File: config.mk
export PLATFORM = sky130hd
export DESIGN_NAME = mprf_routing
export DESIGN_NICKNAME = d
export VERILOG_FILES = /design/src/core/mprf_routing.v /design/src/core/mprf_rx_filter.v
export VERILOG_INCLUDE_DIRS = /design/src /design/src/core
export SDC_FILE = /design/constraint.sdc
export NUM_CORES = 1
export LEC_CHECK = 0
export BUFFER_PORTS_ARGS = -buffer_cell sky130_fd_sc_hd__buf_2
export CAP_MARGIN = 20
export CORE_UTILIZATION = 39
export DETAILED_ROUTE_END_ITERATION = 8
export GPL_TIMING_DRIVEN = 0
export PLACE_DENSITY_LB_ADDON = 0.08
export SLEW_MARGIN = 20
export SYNTH_ARGS = -nofsm -noshare
export SYNTH_HDL_FRONTEND = slang
export SYNTH_SLANG_ARGS = --single-unit
File: constraint.sdc
create_clock -name clock -period 8.8 [get_ports clock]
set_input_delay 0.88 -clock clock [delete_from_list [all_inputs] [get_ports clock]]
set_output_delay 0.88 -clock clock [all_outputs]
set_load 0.01 [all_outputs]
File: src/core/mprf_defines.vh
// shared constants for the midi port routing filter: register offsets,
// field positions, reset values and export type codes
// assumes an axi4-lite register bus with 32-bit aligned words
`ifndef MPRF_DEFINES_VH
`define MPRF_DEFINES_VH

// register byte offsets
`define MPRF_REG_UNIT      8'h00
`define MPRF_REG_DINCFG    8'h04
`define MPRF_REG_USBCFG    8'h08
`define MPRF_REG_THRU      8'h0C
`define MPRF_REG_EXPORT    8'h10
`define MPRF_REG_STATUS    8'h14

// port config fields
`define MPRF_CTRL_LSB      0
`define MPRF_PGM_LSB       2
`define MPRF_RXALL_BIT     4
`define MPRF_FOLLOW_RECEIVE_CHANNEL_LSB      8
`define MPRF_TXFOL_BIT     12
`define MPRF_TXCH_LSB      16

// controller transmit modes
`define MPRF_CTRL_OFF      2'h0
`define MPRF_CTRL_CC       2'h1
`define MPRF_CTRL_NRPN     2'h2

// program change directions
`define MPRF_PGM_RX        2'h0
`define MPRF_PGM_TX        2'h1
`define MPRF_PGM_RXTX      2'h2
`define MPRF_PGM_NONE      2'h3

// thru fields
`define MPRF_THRU_DIN_BIT  0
`define MPRF_THRU_D2U_BIT  1
`define MPRF_THRU_U2D_BIT  2
`define MPRF_CHAIN_BIT     3

// export fields
`define MPRF_EXP_DEST_BIT  0
`define MPRF_EXP_TYPE_LSB  4
`define MPRF_EXP_BANK_LSB  8
`define MPRF_EXP_SRC_LSB   12
`define MPRF_EXP_GO_BIT    31

// export types
`define MPRF_DT_PROG       4'h0
`define MPRF_DT_BANK       4'h1
`define MPRF_DT_EDIT_BUFFER_PROGRAM   4'h2
`define MPRF_DT_GLOBAL     4'h3
`define MPRF_DT_SINGLE_USER_PATTERN    4'h4
`define MPRF_DT_EDITPAT    4'h5
`define MPRF_DT_ALLPAT     4'h6
`define MPRF_DT_ALL        4'h7
`define MPRF_DT_CAL        4'h8
`define MPRF_DT_CHORD      4'h9
`define MPRF_DT_PCHORD     4'hA
`define MPRF_DT_FAVOR      4'hB
`define MPRF_DT_LAST       4'hB

// reset values and source limits
`define MPRF_RST_UNIT      4'h0
`define MPRF_RST_PORTCFG   32'h0000_0011
`define MPRF_RST_THRU      4'h0
`define MPRF_PROG_MAX      7'h7F
`define MPRF_PAT_MAX       7'h1F

`endif

File: src/core/mprf_routing.v
// Contract
// RL1: sysex accepted only for own unit number
// RL2: per-port controller send mode off/cc/nrpn
// RL3: incoming cc and nrpn always accepted
// RL4: per-port program change direction gating
// RL5: chaining disables din program change setting
// RL6: chaining disables din input-to-output thru
// RL7: receive channel all or one of sixteen
// RL8: transmit channel fixed or follows receive
// RL9: din thru forwards din input to output
// RL10: din-to-usb thru forwards din input
// RL11: usb-to-din thru forwards usb input
// RL12: dump goes to din or usb only
// RL13: dump type selects export content
// RL14: bank selector picks one of eight
// RL15: source selects single program or pattern
// RL16: trigger starts export with current settings
// RL17: host must arm capture before trigger; there is no arming here, a write of the go bit starts the export unless exportBusy is high
// RL18: channel filter only hits channel voice messages
// RL19: merge outputs at message boundaries
//
// routing, filtering and export control for the din and usb message ports
// assumes messages arrive whole as status plus two data bytes with a strobe,
// and each output hands over one message per ready handshake
`include "mprf_defines.vh"

module mprf_routing (
  input  wire        clock,
  input  wire        nrst,
  input  wire        enable,
  // axi4-lite slave
  input  wire [7:0]  s_axi_awaddr,
  input  wire        s_axi_awvalid,
  output wire        s_axi_awready,
  input  wire [31:0] s_axi_wdata,
  input  wire [3:0]  s_axi_wstrb,
  input  wire        s_axi_wvalid,
  output wire        s_axi_wready,
  output reg  [1:0]  s_axi_bresp,
  output reg         s_axi_bvalid,
  input  wire        s_axi_bready,
  input  wire [7:0]  s_axi_araddr,
  input  wire        s_axi_arvalid,
  output wire        s_axi_arready,
  output reg  [31:0] s_axi_rdata,
  output reg  [1:0]  s_axi_rresp,
  output reg         s_axi_rvalid,
  input  wire        s_axi_rready,
  // incoming messages, index 0 din, 1 usb
  input  wire [1:0]  inValid,
  input  wire [15:0] inStatus,
  input  wire [15:0] inData1,
  input  wire [15:0] inData2,
  output reg  [1:0]  acceptLocal,
  // local outgoing message request
  input  wire        locValid,
  input  wire        locPort,
  input  wire [7:0]  locStatus,
  input  wire [7:0]  locData1,
  input  wire [7:0]  locData2,
  input  wire        locIsCtrl,
  input  wire        locIsNrpn,
  output wire        locReady,
  // outgoing messages, index 0 din, 1 usb
  output reg  [1:0]  outValid,
  output reg  [15:0] outStatus,
  output reg  [15:0] outData1,
  output reg  [15:0] outData2,
  input  wire [1:0]  outReady,
  // export request to the dump engine
  output reg         exportStart,
  output reg         exportToUsb,
  output reg  [3:0]  exportType,
  output reg  [2:0]  exportBank,
  output reg  [6:0]  exportSource,
  input  wire        exportBusy
);

  // configuration registers
  reg [3:0]  unitNumber;
  reg [31:0] portCfg [0:1];
  reg [3:0]  thruCfg;
  reg        expDest;
  reg [3:0]  expType;
  reg [2:0]  expBank;
  reg [6:0]  expSrc;
  reg [1:0]  dropCount; // cycles that lost a forward, saturating

  // chaining takes over the din port's program change and thru settings
  wire chainOn = thruCfg[`MPRF_CHAIN_BIT];

  // axi write channel: address and data may arrive in separate cycles, each held until both are in
  // bvalid blocks both readies, so a new write never overtakes an unread response
  reg        awHeld;
  reg [7:0]  awAddr;
  reg        wHeld;
  reg [31:0] wData;
  reg [3:0]  wStrb;
  assign s_axi_awready = enable && !awHeld && !s_axi_bvalid;
  assign s_axi_wready  = enable && !wHeld && !s_axi_bvalid;
  wire [7:0]  wrAddr = awHeld ? awAddr : s_axi_awaddr;
  wire [31:0] wrData = wHeld ? wData : s_axi_wdata;
  wire [3:0]  wrStrb = wHeld ? wStrb : s_axi_wstrb;
  wire awNow = awHeld || (s_axi_awvalid && s_axi_awready);
  wire wNow  = wHeld || (s_axi_wvalid && s_axi_wready);
  wire doWrite = enable && awNow && wNow && !s_axi_bvalid;
  // only aligned offsets up to the status word are mapped; writes to status do nothing
  wire wrMapped = (wrAddr <= `MPRF_REG_STATUS) && (wrAddr[1:0] == 2'b00);

  // merged byte mask for the addressed word
  wire [31:0] wrMask = {{8{wrStrb[3]}}, {8{wrStrb[2]}}, {8{wrStrb[1]}}, {8{wrStrb[0]}}};

  // address/data holding and write response
  always @(posedge clock) begin
    if (!nrst) begin
      awHeld <= 1'b0;
      awAddr <= 8'h00;
      wHeld <= 1'b0;
      wData <= 32'h0000_0000;
      wStrb <= 4'h0;
      s_axi_bvalid <= 1'b0;
      s_axi_bresp <= 2'b00;
    end else if (enable) begin
      if (doWrite) begin
        awHeld <= 1'b0;
        wHeld <= 1'b0;
        s_axi_bvalid <= 1'b1;
        s_axi_bresp <= wrMapped ? 2'b00 : 2'b10;
      end else begin
        if (s_axi_awvalid && s_axi_awready) begin
          awHeld <= 1'b1;
          awAddr <= s_axi_awaddr;
        end
        if (s_axi_wvalid && s_axi_wready) begin
          wHeld <= 1'b1;
          wData <= s_axi_wdata;
          wStrb <= s_axi_wstrb;
        end
        // response stands until the master takes it
        if (s_axi_bvalid && s_axi_bready)
          s_axi_bvalid <= 1'b0;
      end
    end
  end

  wire [31:0] next_unit   = ({28'h0, unitNumber} & ~wrMask) | (wrData & wrMask);
  wire [31:0] next_din    = (portCfg[0] & ~wrMask) | (wrData & wrMask);
  wire [31:0] next_usb    = (portCfg[1] & ~wrMask) | (wrData & wrMask);
  wire [31:0] next_thru   = ({28'h0, thruCfg} & ~wrMask) | (wrData & wrMask);
  wire [31:0] expWord     = {13'h0000, expSrc, 1'b0, expBank, expType, 3'b000, expDest};
  wire [31:0] next_export = (expWord & ~wrMask) | (wrData & wrMask);
  wire goWrite = doWrite && wrAddr == `MPRF_REG_EXPORT && wrStrb[3] && wrData[`MPRF_EXP_GO_BIT];

  // fields of the merged export word; an out-of-range type keeps the stored one,
  // and a single user pattern source is cut to the pattern range
  wire        wrDest   = next_export[`MPRF_EXP_DEST_BIT];
  wire [3:0]  wrType   = next_export[`MPRF_EXP_TYPE_LSB +: 4];
  wire        wrTypeOk = wrType <= `MPRF_DT_LAST;
  wire [2:0]  wrBank   = next_export[`MPRF_EXP_BANK_LSB +: 3];
  wire [6:0]  wrSrc    = next_export[`MPRF_EXP_SRC_LSB +: 7];
  wire [6:0]  wrSrcCut = (wrType == `MPRF_DT_SINGLE_USER_PATTERN) ? (wrSrc & `MPRF_PAT_MAX) : wrSrc;

  // register writes and export trigger
  always @(posedge clock) begin
    if (!nrst) begin
      unitNumber <= `MPRF_RST_UNIT;
      portCfg[0] <= `MPRF_RST_PORTCFG;
      portCfg[1] <= `MPRF_RST_PORTCFG;
      thruCfg <= `MPRF_RST_THRU;
      expDest <= 1'b0;
      expType <= `MPRF_DT_PROG;
      expBank <= 3'h0;
      expSrc <= 7'h00;
      exportStart <= 1'b0;
      exportToUsb <= 1'b0;
      exportType <= `MPRF_DT_PROG;
      exportBank <= 3'h0;
      exportSource <= 7'h00;
    end else if (enable) begin
      exportStart <= 1'b0;
      if (doWrite && wrMapped) begin
        case (wrAddr)
          `MPRF_REG_UNIT:   unitNumber <= next_unit[3:0]; // RL1
          `MPRF_REG_DINCFG: portCfg[0] <= next_din & 32'h000F_1F1F;
          `MPRF_REG_USBCFG: portCfg[1] <= next_usb & 32'h000F_1F1F;
          `MPRF_REG_THRU:   thruCfg <= next_thru[3:0];
          `MPRF_REG_EXPORT: begin
            expDest <= wrDest; // RL12
            if (wrTypeOk)
              expType <= wrType; // RL13
            expBank <= wrBank; // RL14
            expSrc <= wrSrc; // RL15
          end
          default: ;
        endcase
      end
      // latch the current selections at the trigger
      if (goWrite && !exportBusy) begin
        exportStart <= 1'b1; // RL16
        exportToUsb <= wrDest; // RL12
        exportType <= wrTypeOk ? wrType : expType; // RL13
        exportBank <= wrBank; // RL14
        exportSource <= wrSrcCut; // RL15
      end
    end
  end

  // axi read channel
  // unmapped or misaligned reads answer slverr with a zero word
  assign s_axi_arready = enable && !s_axi_rvalid;
  always @(posedge clock) begin
    if (!nrst) begin
      s_axi_rvalid <= 1'b0;
      s_axi_rdata <= 32'h0000_0000;
      s_axi_rresp <= 2'b00;
    end else if (enable) begin
      if (s_axi_arvalid && s_axi_arready) begin
        s_axi_rvalid <= 1'b1;
        s_axi_rresp <= 2'b00;
        case (s_axi_araddr)
          `MPRF_REG_UNIT:   s_axi_rdata <= {28'h0, unitNumber};
          `MPRF_REG_DINCFG: s_axi_rdata <= portCfg[0];
          `MPRF_REG_USBCFG: s_axi_rdata <= portCfg[1];
          `MPRF_REG_THRU:   s_axi_rdata <= {28'h0, thruCfg};
          `MPRF_REG_EXPORT: s_axi_rdata <= expWord;
          `MPRF_REG_STATUS: s_axi_rdata <= {27'h0, dropCount, exportBusy, outValid};
          default: begin
            s_axi_rdata <= 32'h0000_0000;
            s_axi_rresp <= 2'b10;
          end
        endcase
      end else if (s_axi_rvalid && s_axi_rready) begin
        s_axi_rvalid <= 1'b0;
      end
    end
  end

  // receive filtering per port
  // the din filter drops its program change gate while chaining owns that port
  wire [1:0] filtAccept;
  genvar gp;
  generate
    for (gp = 0; gp < 2; gp = gp + 1) begin : g_rx
      mprf_rx_filter u_filter (
        .statusByte (inStatus[gp*8 +: 8]),
        .firstData  (inData1[gp*8 +: 8]),
        .rxAll      (portCfg[gp][`MPRF_RXALL_BIT]),
        .rxChannel  (portCfg[gp][11:8]),
        .pgmDir     (portCfg[gp][3:2]),
        .pgmIgnore  ((gp == 0) && chainOn), // RL5
        .unitNumber (unitNumber),
        .accept     (filtAccept[gp])
      );
    end
  endgenerate

  // accept pulse to the sound engine; cc and nrpn pass regardless of send mode
  always @(posedge clock) begin
    if (!nrst)
      acceptLocal <= 2'b00;
    else if (enable)
      acceptLocal <= inValid & filtAccept; // RL3
  end

  // forwarding demands: din output gets din-thru and usb-to-din, usb gets din-to-usb
  wire fwdDinDin = inValid[0] && thruCfg[`MPRF_THRU_DIN_BIT] && !chainOn; // RL9 RL6
  wire fwdDinUsb = inValid[0] && thruCfg[`MPRF_THRU_D2U_BIT]; // RL10
  wire fwdUsbDin = inValid[1] && thruCfg[`MPRF_THRU_U2D_BIT]; // RL11

  // local message shaping: channel substitution, ctrl mode and program change gating
  wire [31:0] locCfg = portCfg[locPort];
  wire [3:0]  txCh = locCfg[`MPRF_TXFOL_BIT] ? locCfg[11:8] : locCfg[19:16]; // RL8
  wire        locVoice = locStatus[7:4] != 4'hF;
  wire [1:0]  locMode = locCfg[1:0];
  wire        locPgmOk = !(locPort == 1'b0 && chainOn) &&
                         (locCfg[3:2] == `MPRF_PGM_TX || locCfg[3:2] == `MPRF_PGM_RXTX);
  wire        locDrop = (locIsCtrl && (locMode == `MPRF_CTRL_OFF ||
                          (locIsNrpn != (locMode == `MPRF_CTRL_NRPN)))) || // RL2
                        (locStatus[7:4] == 4'hC && !locPgmOk && !(locPort == 1'b0 && chainOn)); // RL4 RL5
  wire [7:0]  locOutStatus = locVoice ? {locStatus[7:4], txCh} : locStatus; // RL8

  // a local message is placed only when its slot is free and no forward claims it
  wire dinFree = !outValid[0] || outReady[0];
  wire usbFree = !outValid[1] || outReady[1];
  wire dinFwd = fwdDinDin || fwdUsbDin;
  // a forward is lost when its slot is busy, or when both forwards aim at the
  // din output in one cycle and the usb one loses; no buffer holds it back
  wire dinClash = fwdDinDin && fwdUsbDin;
  wire fwdLost  = (dinFwd && !dinFree) || dinClash || (fwdDinUsb && !usbFree);
  // muted or gated locals are taken at once and thrown away, so a sender never stalls
  wire locSlotFree = locPort ? (usbFree && !fwdDinUsb) : (dinFree && !dinFwd);
  assign locReady = enable && (locDrop || locSlotFree); // RL19

  // output slots hold whole messages; forwards win, locals wait at boundaries
  always @(posedge clock) begin
    if (!nrst) begin
      outValid <= 2'b00;
      outStatus <= 16'h0000;
      outData1 <= 16'h0000;
      outData2 <= 16'h0000;
      dropCount <= 2'b00;
    end else if (enable) begin
      if (outValid[0] && outReady[0])
        outValid[0] <= 1'b0;
      if (outValid[1] && outReady[1])
        outValid[1] <= 1'b0;
      // din output
      if (fwdDinDin && dinFree) begin
        outValid[0] <= 1'b1; // RL9 RL19
        outStatus[7:0] <= inStatus[7:0];
        outData1[7:0] <= inData1[7:0];
        outData2[7:0] <= inData2[7:0];
      end else if (fwdUsbDin && dinFree) begin
        outValid[0] <= 1'b1; // RL11 RL19
        outStatus[7:0] <= inStatus[15:8];
        outData1[7:0] <= inData1[15:8];
        outData2[7:0] <= inData2[15:8];
      end else if (locValid && locReady && !locDrop && !locPort) begin
        outValid[0] <= 1'b1; // RL19
        outStatus[7:0] <= locOutStatus;
        outData1[7:0] <= locData1;
        outData2[7:0] <= locData2;
      end
      // usb output
      if (fwdDinUsb && usbFree) begin
        outValid[1] <= 1'b1; // RL10 RL19
        outStatus[15:8] <= inStatus[7:0];
        outData1[15:8] <= inData1[7:0];
        outData2[15:8] <= inData2[7:0];
      end else if (locValid && locReady && !locDrop && locPort) begin
        outValid[1] <= 1'b1; // RL19
        outStatus[15:8] <= locOutStatus;
        outData1[15:8] <= locData1;
        outData2[15:8] <= locData2;
      end
      // a cycle that loses any forward counts once, saturating
      if (fwdLost && dropCount != 2'b11)
        dropCount <= dropCount + 2'b01;
    end
  end

endmodule

File: src/core/mprf_rx_filter.v
// per-port receive filter: decides if one incoming message is accepted locally
// assumes status byte and first data byte are presented with a start strobe
`include "mprf_defines.vh"

module mprf_rx_filter (
  input  wire [7:0] statusByte,
  input  wire [7:0] firstData,
  input  wire       rxAll,
  input  wire [3:0] rxChannel,
  input  wire [1:0] pgmDir,
  input  wire       pgmIgnore,
  input  wire [3:0] unitNumber,
  output reg        accept
);

  // channel voice check, program change gating, unit addressed sysex
  always @* begin
    accept = 1'b1;
    if (statusByte[7:4] != 4'hF) begin
      if (!rxAll && statusByte[3:0] != rxChannel)
        accept = 1'b0; // RL7 RL18
      if (statusByte[7:4] == 4'hC && !pgmIgnore &&
          (pgmDir == `MPRF_PGM_TX || pgmDir == `MPRF_PGM_NONE))
        accept = 1'b0; // RL4 RL5
    end else if (statusByte == 8'hF0) begin
      if (firstData[3:0] != unitNumber)
        accept = 1'b0; // RL1
    end
  end

endmodule

**Word level (Yosys, flattened, before mapping)**

Memory sizes are Yosys's and may differ from the RTL's.
Index checks and enable logic that the tools add are counted.

- Memories kept: 1
- Logic and storage cells: 258
- Bits in writable memories: 28
- Register bits after elaboration: 177

- $add $sub $neg: 1
- Magnitude comparators: 2
- Reduce and logical (&&, ||, !) cells: 110
- Multiplexer cells: 65
- Equality and inequality tests: 31
- Bitwise operators: 17

Memory list:

| name | words | width | rd ports | clocked after Yosys merged registers in | write ports | line | source |
|---|---|---|---|---|---|---|---|
| portCfg | 2 | 14 | 3 | 0 | 2 | mprf_routing.v:81 | `reg [31:0] portCfg [0:1];` |

Operators with widths:

| operator | number |
|---|---|
| case mux 32 bit (6 select lines) | 1 |
| two-way mux 8 bit | 16 |
| bitwise AND 20 bit | 3 |
| logical AND 1 bit | 49 |
| OR 20 bit | 2 |
| two-way mux 1 bit | 38 |
| equality test 8 x 4 -> 1 bit, second input constant | 4 |
| two-way mux 32 bit | 1 |
| two-way mux 14 bit | 2 |
| equality test 8 x 5 -> 1 bit, second input constant | 3 |
| AND reduction 2 bit | 12 |
| NOT 20 bit | 1 |
| bitwise AND 19 bit | 1 |
| OR 19 bit | 1 |
| logical NOT 1 bit | 18 |
| equality test 8 x 3 -> 1 bit, second input constant | 2 |
| equality test 8 bit, second input constant | 2 |
| logical NOT 8 bit | 2 |
| two-way mux 4 bit | 4 |
| inequality test 4 bit | 4 |
| AND reduction 3 bit | 5 |
| logical OR 1 bit | 13 |
| equality test 4 bit, second input constant | 3 |
| inequality test 4 bit, second input constant | 3 |
| other kinds (20) | 36 |

**Depth between registers and ports, before layout**

- Word-level depth: 16
- Mapped depth: 8
- Mapped depth without buffers: 5

**By module**

From an unflattened synthesis, not the netlist that was laid out.

- Cells, all modules: 1,082
- Area, all modules: 9,514.1 um^2

By module, submodules not included:

| module | cells an instance | sequential area each (um^2) | area each (um^2) | times used |
|---|---|---|---|---|
| mprf_routing | 1,050 | 3,883.7 | 9,251.4 | 1 |
| mprf_rx_filter | 16 | 0.0 | 131.4 | 2 |

**Worst setup path before layout**

No wires, ideal clock.

- Kind: input to register
- Start point: in s_axi_awaddr[5]
- End point: mem portCfg[0][0] in the netlist's numbering, enable pin
- Arrival: 2,980 ps
- Stages: 5
- Path slack: 5,416 ps
- Data required time: 8,396 ps
- Buffers on the path: 0
- Path through: nor4_1 -> a22oi_1 -> a2111oi_4 -> nand2_1 -> o21ai_0

RTL lines:

| element | line | source |
|---|---|---|
| start, declared | mprf_routing.v:32 | `input wire [7:0] s_axi_awaddr,` |
| end, declared | mprf_routing.v:81 |  |

**Worst setup path after layout**

- Start point: in locPort
- End point: out locReady

- Longest elaborated chain between the ends: 10
- Elaborated cells between the ends (all ways): 20
- Classes of those cells: 4 x eq/ne; 1 x mux; 1 x bitwise; 13 x reduce/logical; 1 x memory

RTL lines:

| element | line | source |
|---|---|---|
| start, declared | mprf_routing.v:57 | `input wire locPort,` |
| memory read (2 x 14 bit) / NOT 1 bit (equally long branches) | - |  |
| equality test 2 x 1 -> 1 bit (no source line), or another cell as far along | - |  |
| logical OR 1 bit (no source line) / logical NOT 1 bit (equally long branches) | - |  |
| logical AND 1 bit | mprf_routing.v:275 | `wire locPgmOk = !(locPort == 1'b0 && chainOn) &&` |
| logical NOT 1 bit | mprf_routing.v:279 | `(locStatus[7:4] == 4'hC && !locPgmOk && !(locPort == 1'b0 && chainOn));` |
| logical AND 1 bit (2 in a row) | mprf_routing.v:279 |  |
| logical OR 1 bit | mprf_routing.v:277 | `` wire locDrop = (locIsCtrl && (locMode == `MPRF_CTRL_OFF \|\| `` |
| logical OR 1 bit (*) | mprf_routing.v:292 | `assign locReady = enable && (locDrop \|\| locSlotFree);` |
| logical AND 1 bit (*) | mprf_routing.v:292 |  |
| end, declared | mprf_routing.v:63 | `output wire locReady,` |

Every way passes the cells marked *; elsewhere a longest branch is shown, timed or not.

==> results.py <==
metrics = {
    "critical_path": {
        "worstSetupPathType": "input pin to output port",
        "cp_common_cell": "buf_2",
        "crit_path_start_kind": "input pin",
        "crit_start": "locPort",
        "crit_required_ps": 7920,
        "crit_path_end_kind": "output port",
        "r2r_start": "wHeld",
        "critPathTopFamily": "buffers and inverters",
        "path_buf_inv": 3,
        "cp_max_fo": 10,
        "cp_cell_sequence": "buf_2 -> buf_1 -> nand3b_1 -> a21boi_1 -> o22ai_1 -> a211oi_1 -> nor2_1 -> buf_2",
        "critPathSlowestCell": "buf_1",
        "slowest_delay_ps": 440,
        "cp.arrival_ps": 2500,
    },
    "grt": {
        "antenna_found_initial": 1,
        "grt_overflow_total": 0,
        "grt_max_degree": 19,
        "track_usage": 0.276,
        "first_global_vias": 8544,
        "grt_pass1_wl_um": 50800,
    },
    "hold_path": {
        "hp-start": "wData[7]",
        "hold_class": "flip-flop to flip-flop",
    },
    "clock_tree": {
        "cts_sinks": 180,
        "cts-root-buf": "clkbuf_16",
        "cts-buffers-inserted": 17,
        "cts_tree": "built",
        "htree_levels": 4,
        "path_clk_slew_ps": 70,
        "cts_setup_buffers": 0,
        "clock_latency_ps": 430,
        "cts_hold_buffers": 0,
        "clk_path_buf_depth": 2,
        "cts_resized": 0,
    },
    "logic_synthesis": {
        "yosys_warnings": 0,
        "ys.flop_type": "dfxtp_1",
        "synth_most_common_cell": "nand2_1",
        "synth.distinct_cells": 58,
        "yosysSeqAreaShare": 0.416,
        "syn-instance-count": 1084,
        "yosysTopAreaCell": "dfxtp_1",
        "netlist_area_um2": 9340,
        "yosys-top-cells-count": "nand2_1 (164), dfxtp_1 (152), a21oi_1 (95), nor2_1 (88), nand3_1 (80)",
        "synthArstFlopShare": 0,
        "avgSynthCellArea_um2": 8.62,
        "synth_top_cell_area_share": 0.326,
        "synth-seq-cells": 180,
        "synth_area_leaders": "dfxtp_1 (33%), edfxtp_1 (9.0%), mux2i_1 (8.1%), nand2_1 (6.6%), a21oi_1 (5.1%)",
        "synth_edf_count": 28,
    },
    "floorplanning": {
        "fp.dieArea_um2": 24600,
        "pin_count": 251,
        "die_y_um": 157,
        "start_util": 0.398,
        "core_area_um2": 23500,
        "die_w_um": 157,
        "rows": 56,
    },
    "timing": {
        "tns_ps": 0,
        "skew_ps": 15.3,
        "rsz0062_at_grt": "no",
        "fmaxAchievable_mhz": 296,
        "period_share": 0.384,
        "finalCriticalPeriod_ps": 3380,
        "setup_violations": 0,
        "slew-limit-headroom": 0.386,
        "maxSlewViolCount": 0,
        "worstMarginPinSlew_ps": 921,
        "hold_violations": 0,
    },
    "place": {
        "hpwl_um": 26100,
        "io_buffers": 223,
        "gp_congestion": 0.880,
    },
    "power": {
        "leakage_uw": 0.00456,
        "power_uw": 1930,
        "max-vdd-ir-drop_v": 0.000112,
        "powerDensity_nw_per_um2": 167,
    },
    "run_status": {
        "status": "complete, no violations",
    },
    "drt": {
        "drc": 0,
        "routed_wirelength_um": 34000,
        "vias": 9162,
        "via_per_inst": 5.47,
        "wl_per_cell_um": 20.3,
        "dr.first_iter.drc_count": 676,
        "ant_nets": 0,
        "drt-pass1-iter-count": 5,
    },
    "cells_and_area": {
        "fill_cells": 2323,
        "synthToLayoutAreaGrowth_pct": 23.6,
        "drive_gt1_frac": 0.248,
        "nNetsFinal": 1483,
    },
    "flow_run": {
        "max_cap_viol_count": 0,
    },
}
layout by cell type, fill, tap and decap left out, drive strengths merged, types with 28 or more instances in the layout:
cell type    n
dfxtp      152
nor2        88
mux2i       76
edfxtp      28
mux2        32
nand2      164
nand3       81
o21ai       50
buf        259
a21oi       95
clkbuf      77
kinds of logic (layout without fill, tap and decap cells):
group / after synthesis / in the layout / share of synthesized area
muxes: 112 / 112 / 0.130
xor gates and xnor gates: 20 / 20 / 0.0188
buffers and inverters: 104 / 361 / 0.0518
and+or+nand+nor: 399 / 399 / 0.197
AOI/OAI and AO/OA: 266 / 266 / 0.184
adders and majority gates: 2 / 2 / 0.00241
DFF: 180 / 180 / 0.416
other: 1 / 16 / 0.000401
path summary, 6_finish.rpt:
kind,end,depth (start not counted),slack (ps)
min,wData[7],2,450
max reg2reg,exportSource[3],7,6110
min reg2reg,wData[7],2,450
max,locReady,8,5420
power by group:
group,leakage (uW),switching [uW],internal (uW),total [uW]
combinational,0.00275,163,97.8,260
clock,0.000296,375,421,796
sequential,0.00151,15.8,855,871
total,0.00456,554,1370,1930
state kept, by name (all words and copies together), names as in the netlist, 2 cells and up, named ones only:
name	flops
wData	21
outStatus	16
portCfg	28
s_axi_rdata	20
acceptLocal	2
wStrb	4
outData2	16
dropCount	2
awAddr	8
exportType	4
expBank	3
expType	4
exportBank	3
expSrc	7
outValid	2
outData1	16
exportSource	7
worst min-delay path, cell delays in order, from the launching register on:
cell and delay (ps):
dfxtp_1 310, nand2_1 50, a21oi_1 50
final cells by class:
type / count / area (um^2) / area share
diodes: 2 / 5.00 / 0.000433
multi-input cells: 813 / 5030 / 0.436
repair buffers: 225 / 1140 / 0.0986
well taps: 319 / 399 / 0.0346
inverters: 11 / 41.3 / 0.00358
clock buffers: 18 / 450 / 0.0390
clock inverters: 14 / 156 / 0.0135
flip-flops and latches: 180 / 3880 / 0.336
plain buffers: 93 / 443 / 0.0384
per-stage QoR:
step | area (um^2) | utilization | setup WS, ps | cells | hold slack [ps]
6_report | 11500 | 0.492 | 5420 | 1675 | 455
2_1_floorplan | 9390 | - | 5420 | 1097 | 431
3_3_place_gp | 10900 | 0.465 | 4230 | 1639 | 438
3_5_place_dp | 10900 | 0.466 | 5440 | 1641 | 441
4_1_cts | 11500 | 0.492 | 5430 | 1673 | 455
5_1_grt | 11500 | 0.492 | 5200 | 1673 | 471
routing by layer:
metal  global-route usage  part of all wire
met5                    0           0.00027
met4               0.0770             0.016
met3               0.0379             0.066
met2                0.455              0.47
met1                0.374              0.45
(Power assumes the default switching activity.)
